$ cat config.mk
export PLATFORM = sky130hd
export DESIGN_NAME = prs_device_flat
export DESIGN_NICKNAME = d
export VERILOG_FILES = /design/src/logic/prs_pkg.sv /design/src/logic/prs_link_if.sv /design/src/logic/prs_sync3.sv /design/src/logic/prs_device.sv /design/src/flat_wrapper.sv
export SDC_FILE = /design/constraint.sdc
export NUM_CORES = 1
export LEC_CHECK = 0
export ABC_AREA = 1
export ABC_CLOCK_PERIOD_IN_PS = 2500
export BUFFER_PORTS_ARGS = -buffer_cell sky130_fd_sc_hd__buf_2
export CAP_MARGIN = 0
export CORE_UTILIZATION = 57
export CTS_BUF_LIST = sky130_fd_sc_hd__clkbuf_2 sky130_fd_sc_hd__clkbuf_4 sky130_fd_sc_hd__clkbuf_8
export DETAILED_ROUTE_END_ITERATION = 8
export PLACE_DENSITY = 0.82
export SLEW_MARGIN = 20
export SYNTH_ARGS = -nofsm -noshare
export SYNTH_HDL_FRONTEND = slang
export SYNTH_SLANG_ARGS = --single-unit
$ cat constraint.sdc
create_clock -name REF_CLK -period 2.5 [get_ports REF_CLK]
set_clock_uncertainty 0.2 [all_clocks]
set_input_delay 0.5 -clock REF_CLK [delete_from_list [all_inputs] [get_ports REF_CLK]]
set_output_delay 0.5 -clock REF_CLK [all_outputs]
set_load 0.01 [all_outputs]
$ cat src/logic/prs_pkg.sv
// Package of constants and types for the memory power-up and reset sequencer.
package prs_pkg;
  localparam int CLK_PERIOD_PS = 20000;
  // Times as printed, in their own units.
  localparam int POWER_UP_WAIT_MAX_US = 150;
  localparam int POWER_UP_WAIT_MIN_US = 1;
  localparam int RESET_PULSE_WIDTH_NS = 200;
  localparam int RESET_HIGH_TO_SELECT_NS = 200;
  localparam int RESET_LOW_TO_SELECT_NS = 400;
  localparam int SUPPLY_LOW_DURATION_US = 50;
  // Least times round up, longest times round down.
  localparam int POWER_UP_WAIT_CYC = (POWER_UP_WAIT_MAX_US * 1000000) / CLK_PERIOD_PS;
  localparam int POWER_UP_MIN_CYC =
    (POWER_UP_WAIT_MIN_US * 1000000 + CLK_PERIOD_PS - 1) / CLK_PERIOD_PS;
  localparam int RESET_PULSE_CYC = (RESET_PULSE_WIDTH_NS * 1000 + CLK_PERIOD_PS - 1) / CLK_PERIOD_PS;
  localparam int RESET_HIGH_CYC = (RESET_HIGH_TO_SELECT_NS * 1000 + CLK_PERIOD_PS - 1) / CLK_PERIOD_PS;
  localparam int RESET_LOW_CYC = (RESET_LOW_TO_SELECT_NS * 1000 + CLK_PERIOD_PS - 1) / CLK_PERIOD_PS;
  localparam int SUPPLY_LOW_CYC = (SUPPLY_LOW_DURATION_US * 1000000 + CLK_PERIOD_PS - 1) / CLK_PERIOD_PS;
  localparam int CNT_W = 16;
  localparam int ROW_W = 13;
  localparam int CFG_W = 16;
  localparam logic [ROW_W-1:0] ROW_RESET = 13'h0000;
  localparam logic [CFG_W-1:0] CFG_RESET = 16'h8F1F;

  typedef enum logic [2:0] {
    PRS_DEV_OFF     = 3'b000,
    PRS_DEV_RESET   = 3'b001,
    PRS_DEV_INIT    = 3'b010,
    PRS_DEV_STANDBY = 3'b011,
    PRS_DEV_ACTIVE  = 3'b100,
    PRS_DEV_SLEEP   = 3'b101,
    PRS_DEV_DPD     = 3'b110
  } prs_dev_state_t;

  typedef enum logic [2:0] {
    PRS_HST_PWR    = 3'b000,
    PRS_HST_PUWAIT = 3'b001,
    PRS_HST_READY  = 3'b010,
    PRS_HST_RSTLOW = 3'b011,
    PRS_HST_RSTHI  = 3'b100,
    PRS_HST_BUSY   = 3'b101
  } prs_hst_state_t;
endpackage

$ cat src/logic/prs_link_if.sv
// Interface joining the memory end and the host controller end.
`timescale 1ns/1ps
interface prs_link_if;
  logic cs_n;
  logic reset_n;
  logic supply_ok;
  modport device (input cs_n, input reset_n, input supply_ok);
  modport host   (output cs_n, output reset_n, input supply_ok);
endinterface

$ cat src/logic/prs_sync3.sv
// Three-stage synchroniser that reports a change once stages two and three agree.
`timescale 1ns/1ps
module prs_sync3 #(
  parameter logic INIT = 1'b1
) (
  // Clock and reset.
  input  wire logic clk,
  input  wire logic rst,
  // Asynchronous level in, filtered level out.
  input  wire logic d,
  output logic      q
);
  logic [2:0] st_reg;
  logic [2:0] st_next;
  logic       q_reg;
  logic       q_next;

  always_comb begin
    st_next = {st_reg[1:0], d};
    q_next  = (st_reg[1] == st_reg[2]) ? st_reg[2] : q_reg;
  end

  always_ff @(posedge clk or posedge rst) begin
    if (rst) begin
      st_reg <= {3{INIT}};
      q_reg  <= INIT;
    end else begin
      st_reg <= st_next;
      q_reg  <= q_next;
    end
  end

  assign q = q_reg;
endmodule

$ cat src/logic/prs_device.sv
// Memory end: power-up initialisation, hardware reset and low-power state exit.
// Function
// [RULE1] Finish self-initialisation within the power-up wait.
// [RULE2] Host keeps select high during power-up wait.
// [RULE3] Reset low at power-up delays the wait.
// [RULE4] Refresh the array during the power-up wait.
// [RULE5] Host issues no access during power-up wait.
// [RULE6] Host resets after a short supply dip.
// [RULE7] Reset low returns device to standby.
// [RULE8] Reset restores configuration registers to defaults.
// [RULE9] Reset exits hybrid sleep and deep power-down.
// [RULE10] Reset halts refresh, clears row counter, invalidates.
// [RULE11] Host idle during reset pulse and after.
// [RULE12] Host waits 400 ns from reset fall.
// [RULE13] Host waits 200 ns from reset rise.
// [RULE14] Host treats array contents lost after reset.
// [RULE15] Host counts intervals in cycles, rounded up.
`timescale 1ns/1ps
module prs_device
  import prs_pkg::*;
#(
  parameter int POWER_UP_CYCLES = POWER_UP_WAIT_CYC
) (
  // Clock and reset.
  input  wire logic        REF_CLK,
  input  wire logic        RESET,
  // Link to the host.
  prs_link_if.device       LINK,
  // Low-power requests and configuration writes from the transaction logic.
  input  wire logic        SLEEP_REQ,
  input  wire logic        DPD_REQ,
  input  wire logic        CFG_WE,
  input  wire logic [CFG_W-1:0] CFG_WDATA,
  // Status.
  output logic             READY,
  output logic             REFRESHING,
  output logic             ARRAY_VALID,
  output logic             ACCESS_ERR,
  output logic [ROW_W-1:0] REFRESH_ROW,
  output logic [CFG_W-1:0] CFG_VALUE,
  output logic [2:0]       STATE
);
  logic cs_n_s;
  logic rst_n_s;
  logic pwr_s;

  prs_sync3 #(.INIT(1'b1)) u_cs  (.clk(REF_CLK), .rst(RESET), .d(LINK.cs_n),      .q(cs_n_s));
  prs_sync3 #(.INIT(1'b0)) u_rst (.clk(REF_CLK), .rst(RESET), .d(LINK.reset_n),   .q(rst_n_s));
  prs_sync3 #(.INIT(1'b0)) u_pwr (.clk(REF_CLK), .rst(RESET), .d(LINK.supply_ok), .q(pwr_s));

  prs_dev_state_t   state_reg,  state_next;
  logic [CNT_W-1:0] cnt_reg,    cnt_next;
  logic [ROW_W-1:0] row_reg,    row_next;
  logic [CFG_W-1:0] cfg_reg,    cfg_next;
  logic             valid_reg,  valid_next;
  logic             err_reg,    err_next;

  always_comb begin
    state_next = state_reg;
    cnt_next   = cnt_reg;
    row_next   = row_reg;
    cfg_next   = cfg_reg;
    valid_next = valid_reg;
    err_next   = 1'b0;
    if (!pwr_s) begin
      state_next = PRS_DEV_OFF;
      cfg_next   = CFG_RESET;
      row_next   = ROW_RESET;
      valid_next = 1'b0;
    end else if (!rst_n_s) begin
      // A reset held through power-up keeps the device uninitialised, so the wait runs later.
      if (state_reg == PRS_DEV_OFF || state_reg == PRS_DEV_INIT) begin
        state_next = PRS_DEV_OFF; // [RULE3]
      end else begin
        state_next = PRS_DEV_RESET; // [RULE7]
      end
      cfg_next   = CFG_RESET; // [RULE8]
      row_next   = ROW_RESET; // [RULE10]
      valid_next = 1'b0; // [RULE10]
      cnt_next   = '0;
      err_next   = !cs_n_s;
    end else begin
      unique case (state_reg)
        PRS_DEV_OFF: begin
          state_next = PRS_DEV_INIT; // [RULE3]
          cnt_next   = '0;
        end
        PRS_DEV_RESET: begin
          state_next = PRS_DEV_STANDBY; // [RULE10]
        end
        PRS_DEV_INIT: begin
          row_next = row_reg + 1'b1; // [RULE4]
          err_next = !cs_n_s;
          if (cnt_reg >= CNT_W'(POWER_UP_CYCLES - 1)) begin
            state_next = PRS_DEV_STANDBY; // [RULE1]
            valid_next = 1'b1;
          end else begin
            cnt_next = cnt_reg + 1'b1;
          end
        end
        PRS_DEV_STANDBY: begin
          row_next = row_reg + 1'b1;
          if (CFG_WE) begin
            cfg_next = CFG_WDATA;
          end
          if (!cs_n_s) begin
            state_next = PRS_DEV_ACTIVE;
            valid_next = 1'b1;
          end else if (DPD_REQ) begin
            state_next = PRS_DEV_DPD;
            valid_next = 1'b0;
          end else if (SLEEP_REQ) begin
            state_next = PRS_DEV_SLEEP;
          end
        end
        PRS_DEV_ACTIVE: begin
          row_next = row_reg + 1'b1;
          if (cs_n_s) begin
            state_next = PRS_DEV_STANDBY;
          end
        end
        PRS_DEV_SLEEP: begin
          row_next = row_reg + 1'b1;
          if (!cs_n_s) begin
            state_next = PRS_DEV_STANDBY;
          end
        end
        PRS_DEV_DPD: begin
          if (!cs_n_s) begin
            state_next = PRS_DEV_INIT;
            cnt_next   = '0;
          end
        end
        default: begin
          state_next = PRS_DEV_OFF;
        end
      endcase
    end
  end

  // A reset low forces every state but off, sleep and deep power-down included, back out.
  always_ff @(posedge REF_CLK or posedge RESET) begin // [RULE9]
    if (RESET) begin
      state_reg <= PRS_DEV_OFF;
      cnt_reg   <= '0;
      row_reg   <= ROW_RESET;
      cfg_reg   <= CFG_RESET;
      valid_reg <= 1'b0;
      err_reg   <= 1'b0;
    end else begin
      state_reg <= state_next;
      cnt_reg   <= cnt_next;
      row_reg   <= row_next;
      cfg_reg   <= cfg_next;
      valid_reg <= valid_next;
      err_reg   <= err_next;
    end
  end

  assign READY       = (state_reg == PRS_DEV_STANDBY) || (state_reg == PRS_DEV_ACTIVE);
  assign REFRESHING  = (state_reg == PRS_DEV_INIT) || (state_reg == PRS_DEV_STANDBY) ||
                       (state_reg == PRS_DEV_ACTIVE) || (state_reg == PRS_DEV_SLEEP);
  assign ARRAY_VALID = valid_reg;
  assign ACCESS_ERR  = err_reg;
  assign REFRESH_ROW = row_reg;
  assign CFG_VALUE   = cfg_reg;
  assign STATE       = state_reg;
endmodule

$ cat src/flat_wrapper.sv
// flat-port wrapper written by rule: the top's interface ports become plain ports
module prs_device_flat import prs_pkg::*;
#(
  parameter int POWER_UP_CYCLES = POWER_UP_WAIT_CYC
)
  (REF_CLK, RESET, SLEEP_REQ, DPD_REQ, CFG_WE, CFG_WDATA, READY, REFRESHING, ARRAY_VALID, ACCESS_ERR, REFRESH_ROW, CFG_VALUE, STATE, LINK_cs_n, LINK_reset_n, LINK_supply_ok);
  prs_link_if LINK_i ();
  input  wire logic REF_CLK;
  input  wire logic RESET;
  input  wire logic SLEEP_REQ;
  input  wire logic DPD_REQ;
  input  wire logic CFG_WE;
  input  wire logic [CFG_W-1:0] CFG_WDATA;
  output logic READY;
  output logic REFRESHING;
  output logic ARRAY_VALID;
  output logic ACCESS_ERR;
  output logic [ROW_W-1:0] REFRESH_ROW;
  output logic [CFG_W-1:0] CFG_VALUE;
  output logic [2:0] STATE;
  input wire logic [$bits(LINK_i.cs_n)-1:0] LINK_cs_n;
  input wire logic [$bits(LINK_i.reset_n)-1:0] LINK_reset_n;
  input wire logic [$bits(LINK_i.supply_ok)-1:0] LINK_supply_ok;
  assign LINK_i.cs_n = LINK_cs_n;
  assign LINK_i.reset_n = LINK_reset_n;
  assign LINK_i.supply_ok = LINK_supply_ok;
  prs_device #(.POWER_UP_CYCLES(POWER_UP_CYCLES)) u_core (.REF_CLK(REF_CLK), .RESET(RESET), .LINK(LINK_i), .SLEEP_REQ(SLEEP_REQ), .DPD_REQ(DPD_REQ), .CFG_WE(CFG_WE), .CFG_WDATA(CFG_WDATA), .READY(READY), .REFRESHING(REFRESHING), .ARRAY_VALID(ARRAY_VALID), .ACCESS_ERR(ACCESS_ERR), .REFRESH_ROW(REFRESH_ROW), .CFG_VALUE(CFG_VALUE), .STATE(STATE));
endmodule
### Yosys cells after proc, flatten, opt, wreduce, memory -nomap -nowiden

Index checks and enable logic that the tools add are counted.

* register bits after elaboration: 62
* bits of input ports: 24
* output and inout bits: 36
* word-level logic and storage cells: 80

* add/subtract/negate cells: 2
* $lt $le $gt $ge: 1
* equality and inequality tests: 22
* muxes and demuxes: 31
* reduce and logical (&&, ||, !) cells: 12

Operators by type and width (count)
* 16-bit 2-to-1 mux: 7
* 16-bit one-hot mux with 3 select lines: 1
* 13-bit 2-to-1 mux: 3
* 3-bit 2-to-1 mux: 9
* 3-bit one-hot mux with 7 select lines: 1
* 16-bit by 1-bit adder with 16-bit output, second input constant: 1
* 16-bit by 13-bit >= comparator with 1-bit output, second input constant: 1
* 4-bit != test, second input constant: 4
* 13-bit by 1-bit adder with 13-bit output, second input constant: 1
* 3-bit != test, second input constant: 4
* 3-bit equality test, second input constant: 3
* 1-bit 2-to-1 mux: 9
* 3-bit by 2-bit equality test with 1-bit output, second input constant: 2
* 6-bit != test, second input constant: 1
* 1-bit logical OR: 5
* 5-bit != test, second input constant: 1
* 5-bit AND reduction: 1
* 4-bit by 1-bit != test with 1-bit output, second input constant: 1
* 4-bit by 2-bit != test with 1-bit output, second input constant: 1
* 4-bit AND reduction: 1
* 4-bit OR reduction: 1
* 1-bit equality test: 3
* 3-bit by 1-bit equality test with 1-bit output, second input constant: 1
* 3-bit logical NOT: 1
* other kinds (5): 5

### Depth between registers and ports, before layout

Gate-level depths: netlist of the first run.

* depth in word-level cells: 6
* depth in mapped cells: 13
* mapped depth without buffers: 12

### By module

A second synthesis of the first run with hierarchy kept.

* cells, all modules: 386
* area, all modules: 3265.6 µm²

By module, submodules not included
* prs_device: instances 1, cells each 359, area each 2900.3 µm², sequential area each 1263.7 µm²
* prs_sync3 at u_core.u_pwr ...: instances 2, cells each 9, area each 120.1 µm², sequential area each 100.1 µm²
* prs_sync3 at u_core.u_cs: instances 1, cells each 9, area each 125.1 µm², sequential area each 105.1 µm²

### Worst setup path after synthesis of the first run

No wires, ideal clock.

* path kind: register to register
* from: reg u_core.cnt_reg[0]
* to: reg u_core.cnt_reg[0]
* library setup time: 0.117 ns
* arrival: 1.389 ns
* required time: 2.183 ns
* slack: 0.794 ns
* stages on the path, launching flop included: 13
* buffers on the path: 1
* clock period less this slack: 1.706 ns
* path through: dfrtp_1 ha_1 nor2_1 nor2_1 nand2_1 nand2_1 nand2_1 nand2_1 nand2_1 nand2_2 buf_4 nand3_1 nand2_1

* word-level cells in the longest chain between the ends: 4
* elaborated cells between the ends (all ways): 7
* classes of those cells: add/sub (1); order compare (1); eq/ne (1); mux (3); reduce/logical (1)

Ends and longest elaborated chain
* start, declared: RTL line prs_device.sv:52 `logic [CNT_W-1:0] cnt_reg, cnt_next;`
* start signal, assigned: RTL line prs_device.sv:152 `cnt_reg <= cnt_next;`
* 16-bit by 1-bit adder with 16-bit output: RTL line prs_device.sv:98 `cnt_next = cnt_reg + 1'b1;`
* 16-bit 2-to-1 mux: RTL line prs_device.sv:94 `if (cnt_reg >= CNT_W'(POWER_UP_CYCLES - 1)) begin`
* 16-bit one-hot mux with 3 select lines: RTL line prs_device.sv:83 `unique case (state_reg)`
* 16-bit 2-to-1 mux: RTL line prs_device.sv:70 `end else if (!rst_n_s) begin`

Parallel ways exist; a longest one is shown, timed or not. The select of a mux whose other input is x is not followed.
A chain may end at the register's enable or synchronous reset.

### Final worst setup path of the first run

* from: reg u_core.state_reg[2] (netlist: u_core.STATE[2])
* to: out REFRESHING

* word-level cells in the longest chain between the ends: 4
* elaborated cells between the ends (all ways): 7
* classes of those cells: eq/ne (4); reduce/logical (3)

Ends and longest elaborated chain
* start, declared: RTL line prs_device.sv:51 `prs_dev_state_t state_reg, state_next;`
* start signal, assigned: RTL line prs_device.sv:151 `state_reg <= state_next;`
* 3-bit by 2-bit equality test with 1-bit output: RTL line prs_device.sv:161 `assign REFRESHING = (state_reg == PRS_DEV_INIT) || (state_reg == PRS_DEV_STANDBY) ||`
* 1-bit logical OR (2 in series): RTL line prs_device.sv:161
* 1-bit logical OR *: RTL line prs_device.sv:162 `(state_reg == PRS_DEV_ACTIVE) || (state_reg == PRS_DEV_SLEEP);`
* end, declared: RTL line flat_wrapper.sv:15 `output logic REFRESHING;`

Every way passes the cells marked *; elsewhere a longest branch is shown, timed or not.

==> results.json, run 1 <==
{
  "final-setup-viol-count": 0,
  "end_kind": "output pin",
  "hold_viol_final": 0,
  "cts_max_path_buffers": 2,
  "fin_area_mm2": 0.00352,
  "post_cts_buffers": 0,
  "cp_max_fo": 6,
  "wl_per_cell_um": 13.2,
  "hold_class": "in2async",
  "antenna_cells": 0,
  "dr.first_iter.drc_count": 211,
  "ys_warn_count": 0,
  "worstSetupPathType": "reg2out",
  "max_slew_margin": 0.636,
  "fin_crit_ns": 2.36,
  "place_congestion": 0.852,
  "globalRouteOverflowTotal": 0,
  "tritoncts.num_buffers": 9,
  "critical_path.top_delay_family": "buffers and inverters",
  "reg2regPathDepth": 6,
  "seq_area_mm2": 0.00157,
  "worst-r2r-setup-slack_ns": 0.46,
  "final_cells": 485,
  "cts_tree": "yes",
  "leakage_nw": 1.73,
  "cts_resized": 0,
  "finalNetCount": 439,
  "area_delta_synth_final_pct": 17.9,
  "synth_nets": 373,
  "synth_area_mm2": 0.00299,
  "tightest_slew_ns": 0.542,
  "hpwl_um": 4320,
  "r2r_start": "u_core.STATE[1]",
  "async_flop_share": 1.00,
  "critical-path-max-stage-delay_ns": 0.45,
  "num-fill-cells": 386,
  "clk_latency_ns": 0.34,
  "status": "finished, final reports clean",
  "crit_slowest_cell": "dfrtp_1",
  "power.density_mw_per_mm2": 582,
  "postRouteAntennaNets": 0,
  "critPathLaunchType": "register",
  "antenna_found_initial": 0,
  "ctsRootBufferMaster": "clkbuf_8",
  "cts_hold_buf": 0,
  "crit_path_cell_trace": "inv_2, nor2_2, nor2_2, inv_1, buf_2",
  "synth_area_per_cell_um2": 8.61,
  "placed_cells": 469,
  "grt_pass1_vias": 2322,
  "die_w_um": 74.4,
  "place_area_mm2": 0.00335,
  "start_util": 0.612,
  "max_freq_mhz": 423,
  "rows": 25,
  "grt_pass1_wl_um": 10500,
  "h-tree-depth": 3,
  "ys_ff_latch": 62,
  "dr.pass1.iters": 4,
  "fp.dieH_um": 74.4,
  "drcViolationCount": 0,
  "viasPerCell": 5.41,
  "vias": 2622,
  "cp_common_cell": "nor2_2",
  "core-area_mm2": 0.00488,
  "ys_types": 36,
  "ir_drop_mv": 0.396,
  "cts_sinks": 62,
  "period_share": 0.945,
  "setup-tns-final_ns": 0,
  "rsz0062_at_grt": "no",
  "drive_gt1_frac": 0.266,
  "cap_viol_max_count": 0,
  "crit_required_ns": 1.80,
  "hold_ws_ns": 0.00665,
  "drt_wl_total_um": 6420,
  "grt_usage": 0.256,
  "die-area_mm2": 0.00554,
  "syn_inst": 347,
  "clkTransAtPathRegs_ns": 0.07,
  "reg2reg_to": "u_core.CFG_VALUE[12]",
  "drv_slew": 0,
  "grt_start_max_net_pins": 63,
  "crit_buf_inv": 3,
  "io_pins": 60,
  "portBuffers": 59,
  "yosysSeqAreaShare": 0.525,
  "arrival_ns": 1.66,
  "synthFlopType": "dfrtp_1",
  "multiInputGateArea_mm2": 0.00123,
  "synth_edf_count": 0
}
==> cell families after synthesis <==
kind of cell	after synthesis	synth area share
adders and majority gates	5	0.0184
xor gates and xnor gates	2	0.00586
AOI/OAI and AO/OA	52	0.114
and+or+nand+nor	181	0.274
buffers and inverters	45	0.0628
DFF	62	0.525
==> per-layer routing <==
metal,vias to the layer above,share of wire,global-route usage
li1,1274,-,-
met1,1223,0.45,0.348
met2,115,0.47,0.392
met3,10,0.063,0.0745
met4,0,0.014,0.0881
met5,-,0,0
==> power breakdown <==
| part | internal (mW) | total [mW] | switching (mW) |
|---|---|---|---|
| combinational | 0.0656 | 0.222 | 0.156 |
| clock | 0.367 | 0.769 | 0.402 |
| sequential | 1.03 | 1.06 | 0.0260 |
==> Yosys cell counts, types with 6 or more instances <==
library cell  number  area (um^2)
dfstp_2           14          368
o21ai_0           14         70.1
dfrtp_1           48         1200
inv_1             33          124
a22o_1             6         52.6
nor3_1            11         55.1
nand2_1           84          315
nor2_1            35          131
a21oi_1           11         55.1
o22a_1            10         87.6
nand3_1           27          135
inv_2              6         22.5
==> worst max path at each step <==
stage / startpoint / cells past startpoint / slack [ns] / endpoint
3_3_place_gp: u_core.STATE[2] / 5 / 0.56 / REFRESHING
4_1_cts: u_core.STATE[2] / 5 / 0.15 / REFRESHING
6_report: u_core.STATE[2] / 5 / 0.14 / REFRESHING
2_1_floorplan: RESET / 1 / 0.28 / u_core.ACCESS_ERR
5_1_grt: u_core.STATE[2] / 5 / 0.06 / REFRESHING
3_5_place_dp: u_core.STATE[1] / 6 / 0.48 / u_core.CFG_VALUE[12]
==> tightest hold or removal path, delay by kind of cell <==
| kind | cells | cell delay, ns |
|---|---|---|
| buf+inv | 3 | 0.44 |
==> placed cells by master, fill, tap and decap left out, types with 4 or more instances in the layout <==
master and count:
buf_2 59, a21oi_1 11, a22o_1 6, o21ai_0 14
dfstp_2 14, inv_2 7, o22a_1 10, clkbuf_8 9
nor2_1 35, dfrtp_1 48, nor3_1 11, inv_1 32
nand3_1 27, nand2_1 84, nand4_1 5, nor2_2 4
==> final cells by class <==
cell class              instances  share of cell area
clock inverters                 6              0.0110
multi-input cells             240               0.350
inverters                      40              0.0433
flip-flops and latches         62               0.445
well taps                      67              0.0238
clock buffers                  10              0.0373
repair buffers                 60              0.0895
==> stage by stage <==
stage	setup WS [ns]	utilization	power, mW
after floorplan	0.282	-	1.23
after global placement	0.562	0.687	1.29
after detailed placement	0.481	0.687	1.30
after CTS	0.149	0.722	2.07
after global routing	0.0557	0.722	2.14
final	0.138	0.722	2.05
Power figures use the tool's default switching activity.
==> run 2, diff against run 1 <==
Settings changed: ABC_CLOCK_PERIOD_IN_PS 2500 to default, CORE_UTILIZATION 57 to 38, PLACE_DENSITY 0.82 to default.
==> run 2 against run 1 <==
  * Sequential share of layout area down 0.96 points
  * Largest cell class unchanged
  * Critical path type unchanged
  * First-iteration DRC count decreased by 25%
  * Largest power group unchanged
  * Hold slack better by 0.066 ns
  * Critical path depth is the same
  * Clock power increased by 13%
  * Count of clock-buffer cells in the layout decreased by 1
  * Non-clock buffer count is 1 higher
  * Register-to-register slack better by 0.03 ns
  * Routed wire length increased by 2.8%
  * Worst setup slack better by 0.077 ns
  * Combinational power hardly changed
==> results.json, run 2 (synthesis gave the netlist of run 1 again) <==
{
  "portBuffers": 59,
  "worstSetupPathType": "reg2out",
  "post_cts_buffers": 0,
  "h-tree-depth": 3,
  "area_delta_synth_final_pct": 20.5,
  "leakage_nw": 1.73,
  "pre_cts_slack_ns": 0.441,
  "arrival_ns": 1.59,
  "reg2reg_to": "u_core.CFG_VALUE[12]",
  "dr.first_iter.drc_count": 159,
  "num-fill-cells": 724,
  "finalNetCount": 440,
  "hold_class": "in2reg",
  "grt_start_max_net_pins": 44,
  "cts_resized": 0,
  "cts_max_path_buffers": 2,
  "max_slew_margin": 0.634,
  "cp_common_cell": "nor2_2",
  "final_common_cell": "nand2_1",
  "final-setup-viol-count": 0,
  "clk_latency_ns": 0.32,
  "die-area_mm2": 0.00822,
  "end_kind": "output pin",
  "setup_slack_ns": 0.215,
  "rows": 31,
  "vias": 2525,
  "critPathLaunchType": "register",
  "cp_max_fo": 6,
  "hpwl_um": 4570,
  "setup-tns-final_ns": 0,
  "reg2regPathDepth": 6,
  "crit_path_cell_trace": "inv_2, nor2_2, nor2_2, inv_1, buf_2",
  "antenna_cells": 0,
  "max_freq_mhz": 438,
  "cts_sinks": 62,
  "grt_pass1_wl_um": 11200,
  "fin_crit_ns": 2.29,
  "power.density_mw_per_mm2": 599,
  "place_congestion": 0.824,
  "clkTransAtPathRegs_ns": 0.08,
  "crit_required_ns": 1.80,
  "io_pins": 60,
  "grt_pass1_vias": 2352,
  "rsz0062_at_grt": "no",
  "drv_slew": 0,
  "period_share": 0.914,
  "r2r_start": "u_core.STATE[1]",
  "antenna_found_initial": 0,
  "tightest_slew_ns": 0.545,
  "hold_viol_final": 0,
  "cap_viol_max_count": 0,
  "ir_drop_mv": 0.264,
  "wl_per_cell_um": 12.7,
  "cts_tree": "yes",
  "drt_wl_total_um": 6600,
  "fp.dieH_um": 90.7,
  "globalRouteOverflowTotal": 0,
  "status": "finished, final reports clean",
  "worst-r2r-setup-slack_ns": 0.49,
  "start_util": 0.403,
  "die_w_um": 90.7,
  "grt_usage": 0.171,
  "cts_hold_buf": 1,
  "timing.critical_path.from": "u_core.STATE[2]",
  "core-area_mm2": 0.00741,
  "postRouteAntennaNets": 0,
  "drcViolationCount": 0,
  "viasPerCell": 4.87,
  "crit_slowest_cell": "dfrtp_1",
  "dr.pass1.iters": 4,
  "drive_gt1_frac": 0.265,
  "endpoint": "REFRESHING",
  "critical-path-max-stage-delay_ns": 0.44,
  "tritoncts.num_buffers": 9,
  "ctsRootBufferMaster": "clkbuf_8",
  "layout_common_cells": "nand2_1, buf_2, dfrtp_1"
}
==> run 2: cell count changes in the layout (fill, tap and decap cells not counted), sizes merged <==
| cell | change |
|---|---|
| bufinv | +1 |
| clkbuf | -1 |
| inv | +1 |
| dlygate4sd3 | +1 |
| clkinvlp | +2 |
| clkinv | -3 |
==> run 2: cell type report <==
| class | instances | area (um^2) | area share |
|---|---|---|---|
| Clock buffer | 9 | 124 | 0.0344 |
| Clock inverter | 7 | 73.8 | 0.0205 |
| Inverter | 40 | 153 | 0.0424 |
| Multi-Input combinational cell | 240 | 1230 | 0.342 |
| Sequential cell | 62 | 1570 | 0.436 |
| Tap cell | 99 | 124 | 0.0344 |
| Timing Repair Buffer | 61 | 325 | 0.0904 |
==> run 2: how the worst min path moves through the flow <==
stage,depth (start not counted),start,to
detailed placement,0,u_core.u_pwr.st_reg[0],u_core.u_pwr.st_reg[1]
global route,1,LINK_cs_n,u_core.u_cs.st_reg[0]
finish,1,LINK_cs_n,u_core.u_cs.st_reg[0]
floorplan,0,u_core.u_pwr.st_reg[0],u_core.u_pwr.st_reg[1]
CTS,1,LINK_cs_n,u_core.u_cs.st_reg[0]
global placement,0,u_core.u_rst.st_reg[0],u_core.u_rst.st_reg[1]
==> run 2: per-layer routing <==
layer	vias up	GRT usage	routed length (um)
met3	2	0.0286	288
li1	1280	-	-
met5	-	0	0
met4	0	0.0685	42
met1	1176	0.250	3400
met2	67	0.249	2870
==> run 2: power by group <==
| part | switching [mW] | internal (mW) | leakage [nW] | total (mW) |
|---|---|---|---|---|
| registers | 0.0250 | 1.03 | 0.796 | 1.06 |
| logic | 0.158 | 0.0664 | 0.851 | 0.225 |
| clock network | 0.410 | 0.461 | 0.0879 | 0.872 |
| total | 0.593 | 1.56 | 1.73 | 2.15 |
==> run 2: through the flow <==
step                power [mW]  instances  cell area [um^2]  utilization  hold WS (ns)
finish                    2.15        518              3600        0.486        0.0724
global route              2.27        518              3600        0.486        0.0394
CTS                       2.19        518              3600        0.486        0.0525
detailed placement        1.30        501              3390        0.458         0.138
global placement          1.30        501              3390        0.458         0.134
floorplan                 1.23        347              2990            -         0.131
==> run 2: worst max-delay path, delay by kind of cell, from the launching register on <==
| kind | cells | cell delay, ns |
|---|---|---|
| buffers and inverters | 3 | 0.48 |
| AND/OR/NAND/NOR | 2 | 0.35 |
| flip-flops | 1 | 0.44 |
==> run 3, diff against run 2 <==
Settings changed: BUFFER_PORTS_ARGS -buffer_cell sky130_fd_sc_hd__buf_2 to -buffer_cell sky130_fd_sc_hd__buf_4.
==> run 3 against run 2 <==
  * Design area is 4.2% higher
  * Clock power is 7.2% higher
  * Non-clock buffer count is 1 lower
  * Count of clock-buffer cells in the layout is 5 higher
  * Fmax is 1.5% lower
  * Sequential share of layout area is 1.7 points lower
  * Via count is 0.71% lower
  * Routed wire length is 0.44% lower
  * Global-route usage is 0.82 points higher
  * Sequential cell count stayed put
  * Register-to-register slack worse by 0.07 ns
  * Combinational power is 6% higher
  * Critical path type unchanged
  * Critical endpoint unchanged
==> results.json, run 3 (synthesis gave the netlist of run 1 again) <==
{
  "h-tree-depth": 3,
  "antenna_found_initial": 0,
  "grt_pass1_vias": 2468,
  "cp_common_cell": "nor2_2",
  "fin_area_mm2": 0.00375,
  "area_delta_synth_final_pct": 25.5,
  "end_kind": "output pin",
  "antenna_cells": 0,
  "netSwitchingPower_mw": 0.557,
  "die-area_mm2": 0.00822,
  "p_seq_frac": 0.475,
  "ctsRootBufferMaster": "clkbuf_8",
  "drcViolationCount": 0,
  "layout_common_cells": "nand2_1, buf_4, dfrtp_1",
  "cp_max_fo": 6,
  "postRouteAntennaNets": 0,
  "setup-tns-final_ns": 0,
  "core-area_mm2": 0.00741,
  "post_cts_buffers": 0,
  "arrival_ns": 1.62,
  "place_congestion": 0.833,
  "grt_pass1_wl_um": 11700,
  "reg2regPathDepth": 6,
  "final_common_cell": "nand2_1",
  "power.density_mw_per_mm2": 596,
  "fin_crit_ns": 2.32,
  "p_int_mw": 1.68,
  "drv_slew": 0,
  "finalNetCount": 439,
  "portBuffers": 59,
  "fp.dieH_um": 90.7,
  "rsz0062_at_grt": "no",
  "drive_gt1_frac": 0.264,
  "hpwl_um": 4580,
  "grt.busiest_layer": "met2",
  "ir_drop_mv": 0.238,
  "critical-path-max-stage-delay_ns": 0.44,
  "max_freq_mhz": 431,
  "crit_slowest_cell": "dfrtp_1",
  "viasPerCell": 4.86,
  "drt_wl_total_um": 6570,
  "wl_per_cell_um": 12.7,
  "crit_required_ns": 1.80,
  "cts_max_path_buffers": 2,
  "final_util": 0.506,
  "io_pins": 60,
  "leakage_nw": 1.79,
  "tritoncts.num_buffers": 9,
  "cts_sinks": 62,
  "clk_latency_ns": 0.34,
  "worst-r2r-setup-slack_ns": 0.42,
  "start_util": 0.403,
  "period_share": 0.928,
  "power_frac_comb": 0.107,
  "final-setup-viol-count": 0,
  "tightest_slew_ns": 0.563,
  "hold_class": "in2async",
  "status": "finished, final reports clean",
  "switching_share": 0.249,
  "worstSetupPathType": "reg2out",
  "cts_hold_buf": 0,
  "grt_util_met3": 0.0379,
  "rows": 31,
  "hold_viol_final": 0,
  "use_met1": 0.252,
  "cts_tree": "yes",
  "vias": 2507,
  "clkTransAtPathRegs_ns": 0.07,
  "num-fill-cells": 710,
  "crit_path_cell_trace": "inv_2, nor2_2, nor2_2, inv_1, buf_4",
  "p_clk_frac": 0.418,
  "met2_usage": 0.261,
  "place_area_mm2": 0.00354,
  "die_w_um": 90.7,
  "cap_viol_max_count": 0,
  "dr.pass1.iters": 4,
  "critPathLaunchType": "register",
  "globalRouteOverflowTotal": 0,
  "dr.first_iter.drc_count": 102,
  "cts_resized": 0,
  "max_slew_margin": 0.622,
  "grt_start_max_net_pins": 38,
  "grt_usage": 0.179
}
==> run 3: changes by cell type in the layout (fill, tap and decap cells not counted) <==
| cell | previous run | this run |
|---|---|---|
| clkinvlp_4 | 4 | 0 |
| clkbuf_4 | 0 | 2 |
| buf_4 | 0 | 59 |
| clkinv_2 | 1 | 0 |
| buf_2 | 59 | 0 |
| dlygate4sd3_1 | 1 | 0 |
| clkbuf_8 | 9 | 12 |
| inv_6 | 1 | 0 |
==> run 3: cell type report <==
cell class              instances  area [um^2]  share of cell area
clock buffers                  14          180              0.0480
clock inverters                 1         30.0             0.00801
inverters                      40          153              0.0407
multi-input cells             240         1230               0.328
flip-flops and latches         62         1570               0.418
well taps                      99          124              0.0330
repair buffers                 60          463               0.123
==> run 3: critical path, delay by kind of cell (launching register included) <==
family | cells | cell delay, ns
flops | 1 | 0.44
buf+inv | 3 | 0.51
simple gates | 2 | 0.33
==> run 3: path summary, 6_finish.rpt <==
path / start / endpoint
max: u_core.STATE[2] / REFRESHING
min: RESET / u_core.REFRESH_ROW[11]
max reg2reg: u_core.STATE[1] / u_core.CFG_VALUE[14]
min reg2reg: u_core.u_pwr.st_reg[0] / u_core.u_pwr.st_reg[1]
max in group asynchronous: RESET / u_core.u_cs.q
min in group REF_CLK: LINK_supply_ok / u_core.u_pwr.st_reg[0]
==> run 3: power groups by stage <==
| stage | logic, mW | clock network (mW) | registers (mW) |
|---|---|---|---|
| floorplan | 0.153 | 0 | 1.08 |
| global placement | 0.241 | 0 | 1.08 |
| detailed placement | 0.243 | 0 | 1.08 |
| CTS | 0.243 | 0.966 | 1.06 |
| global route | 0.271 | 1.02 | 1.06 |
| finish | 0.238 | 0.935 | 1.06 |
==> run 3: metal layers <==
metal / wire [um] / part of all wire
met1: 3310 / 0.50
met5: 0 / 0
met4: 136 / 0.021
met3: 291 / 0.044
met2: 2830 / 0.43
==> run 3: per-stage QoR <==
stage                     power (mW)  hold WS [ns]  setup slack, ns  std cells
after floorplan                 1.23         0.131            0.282        347
after global placement          1.32         0.138            0.445        501
after detailed placement        1.32         0.135            0.422        501
after CTS                       2.27        0.0274            0.169        516
after global routing            2.35        0.0508           0.0538        516
final                           2.23        0.0200            0.179        516
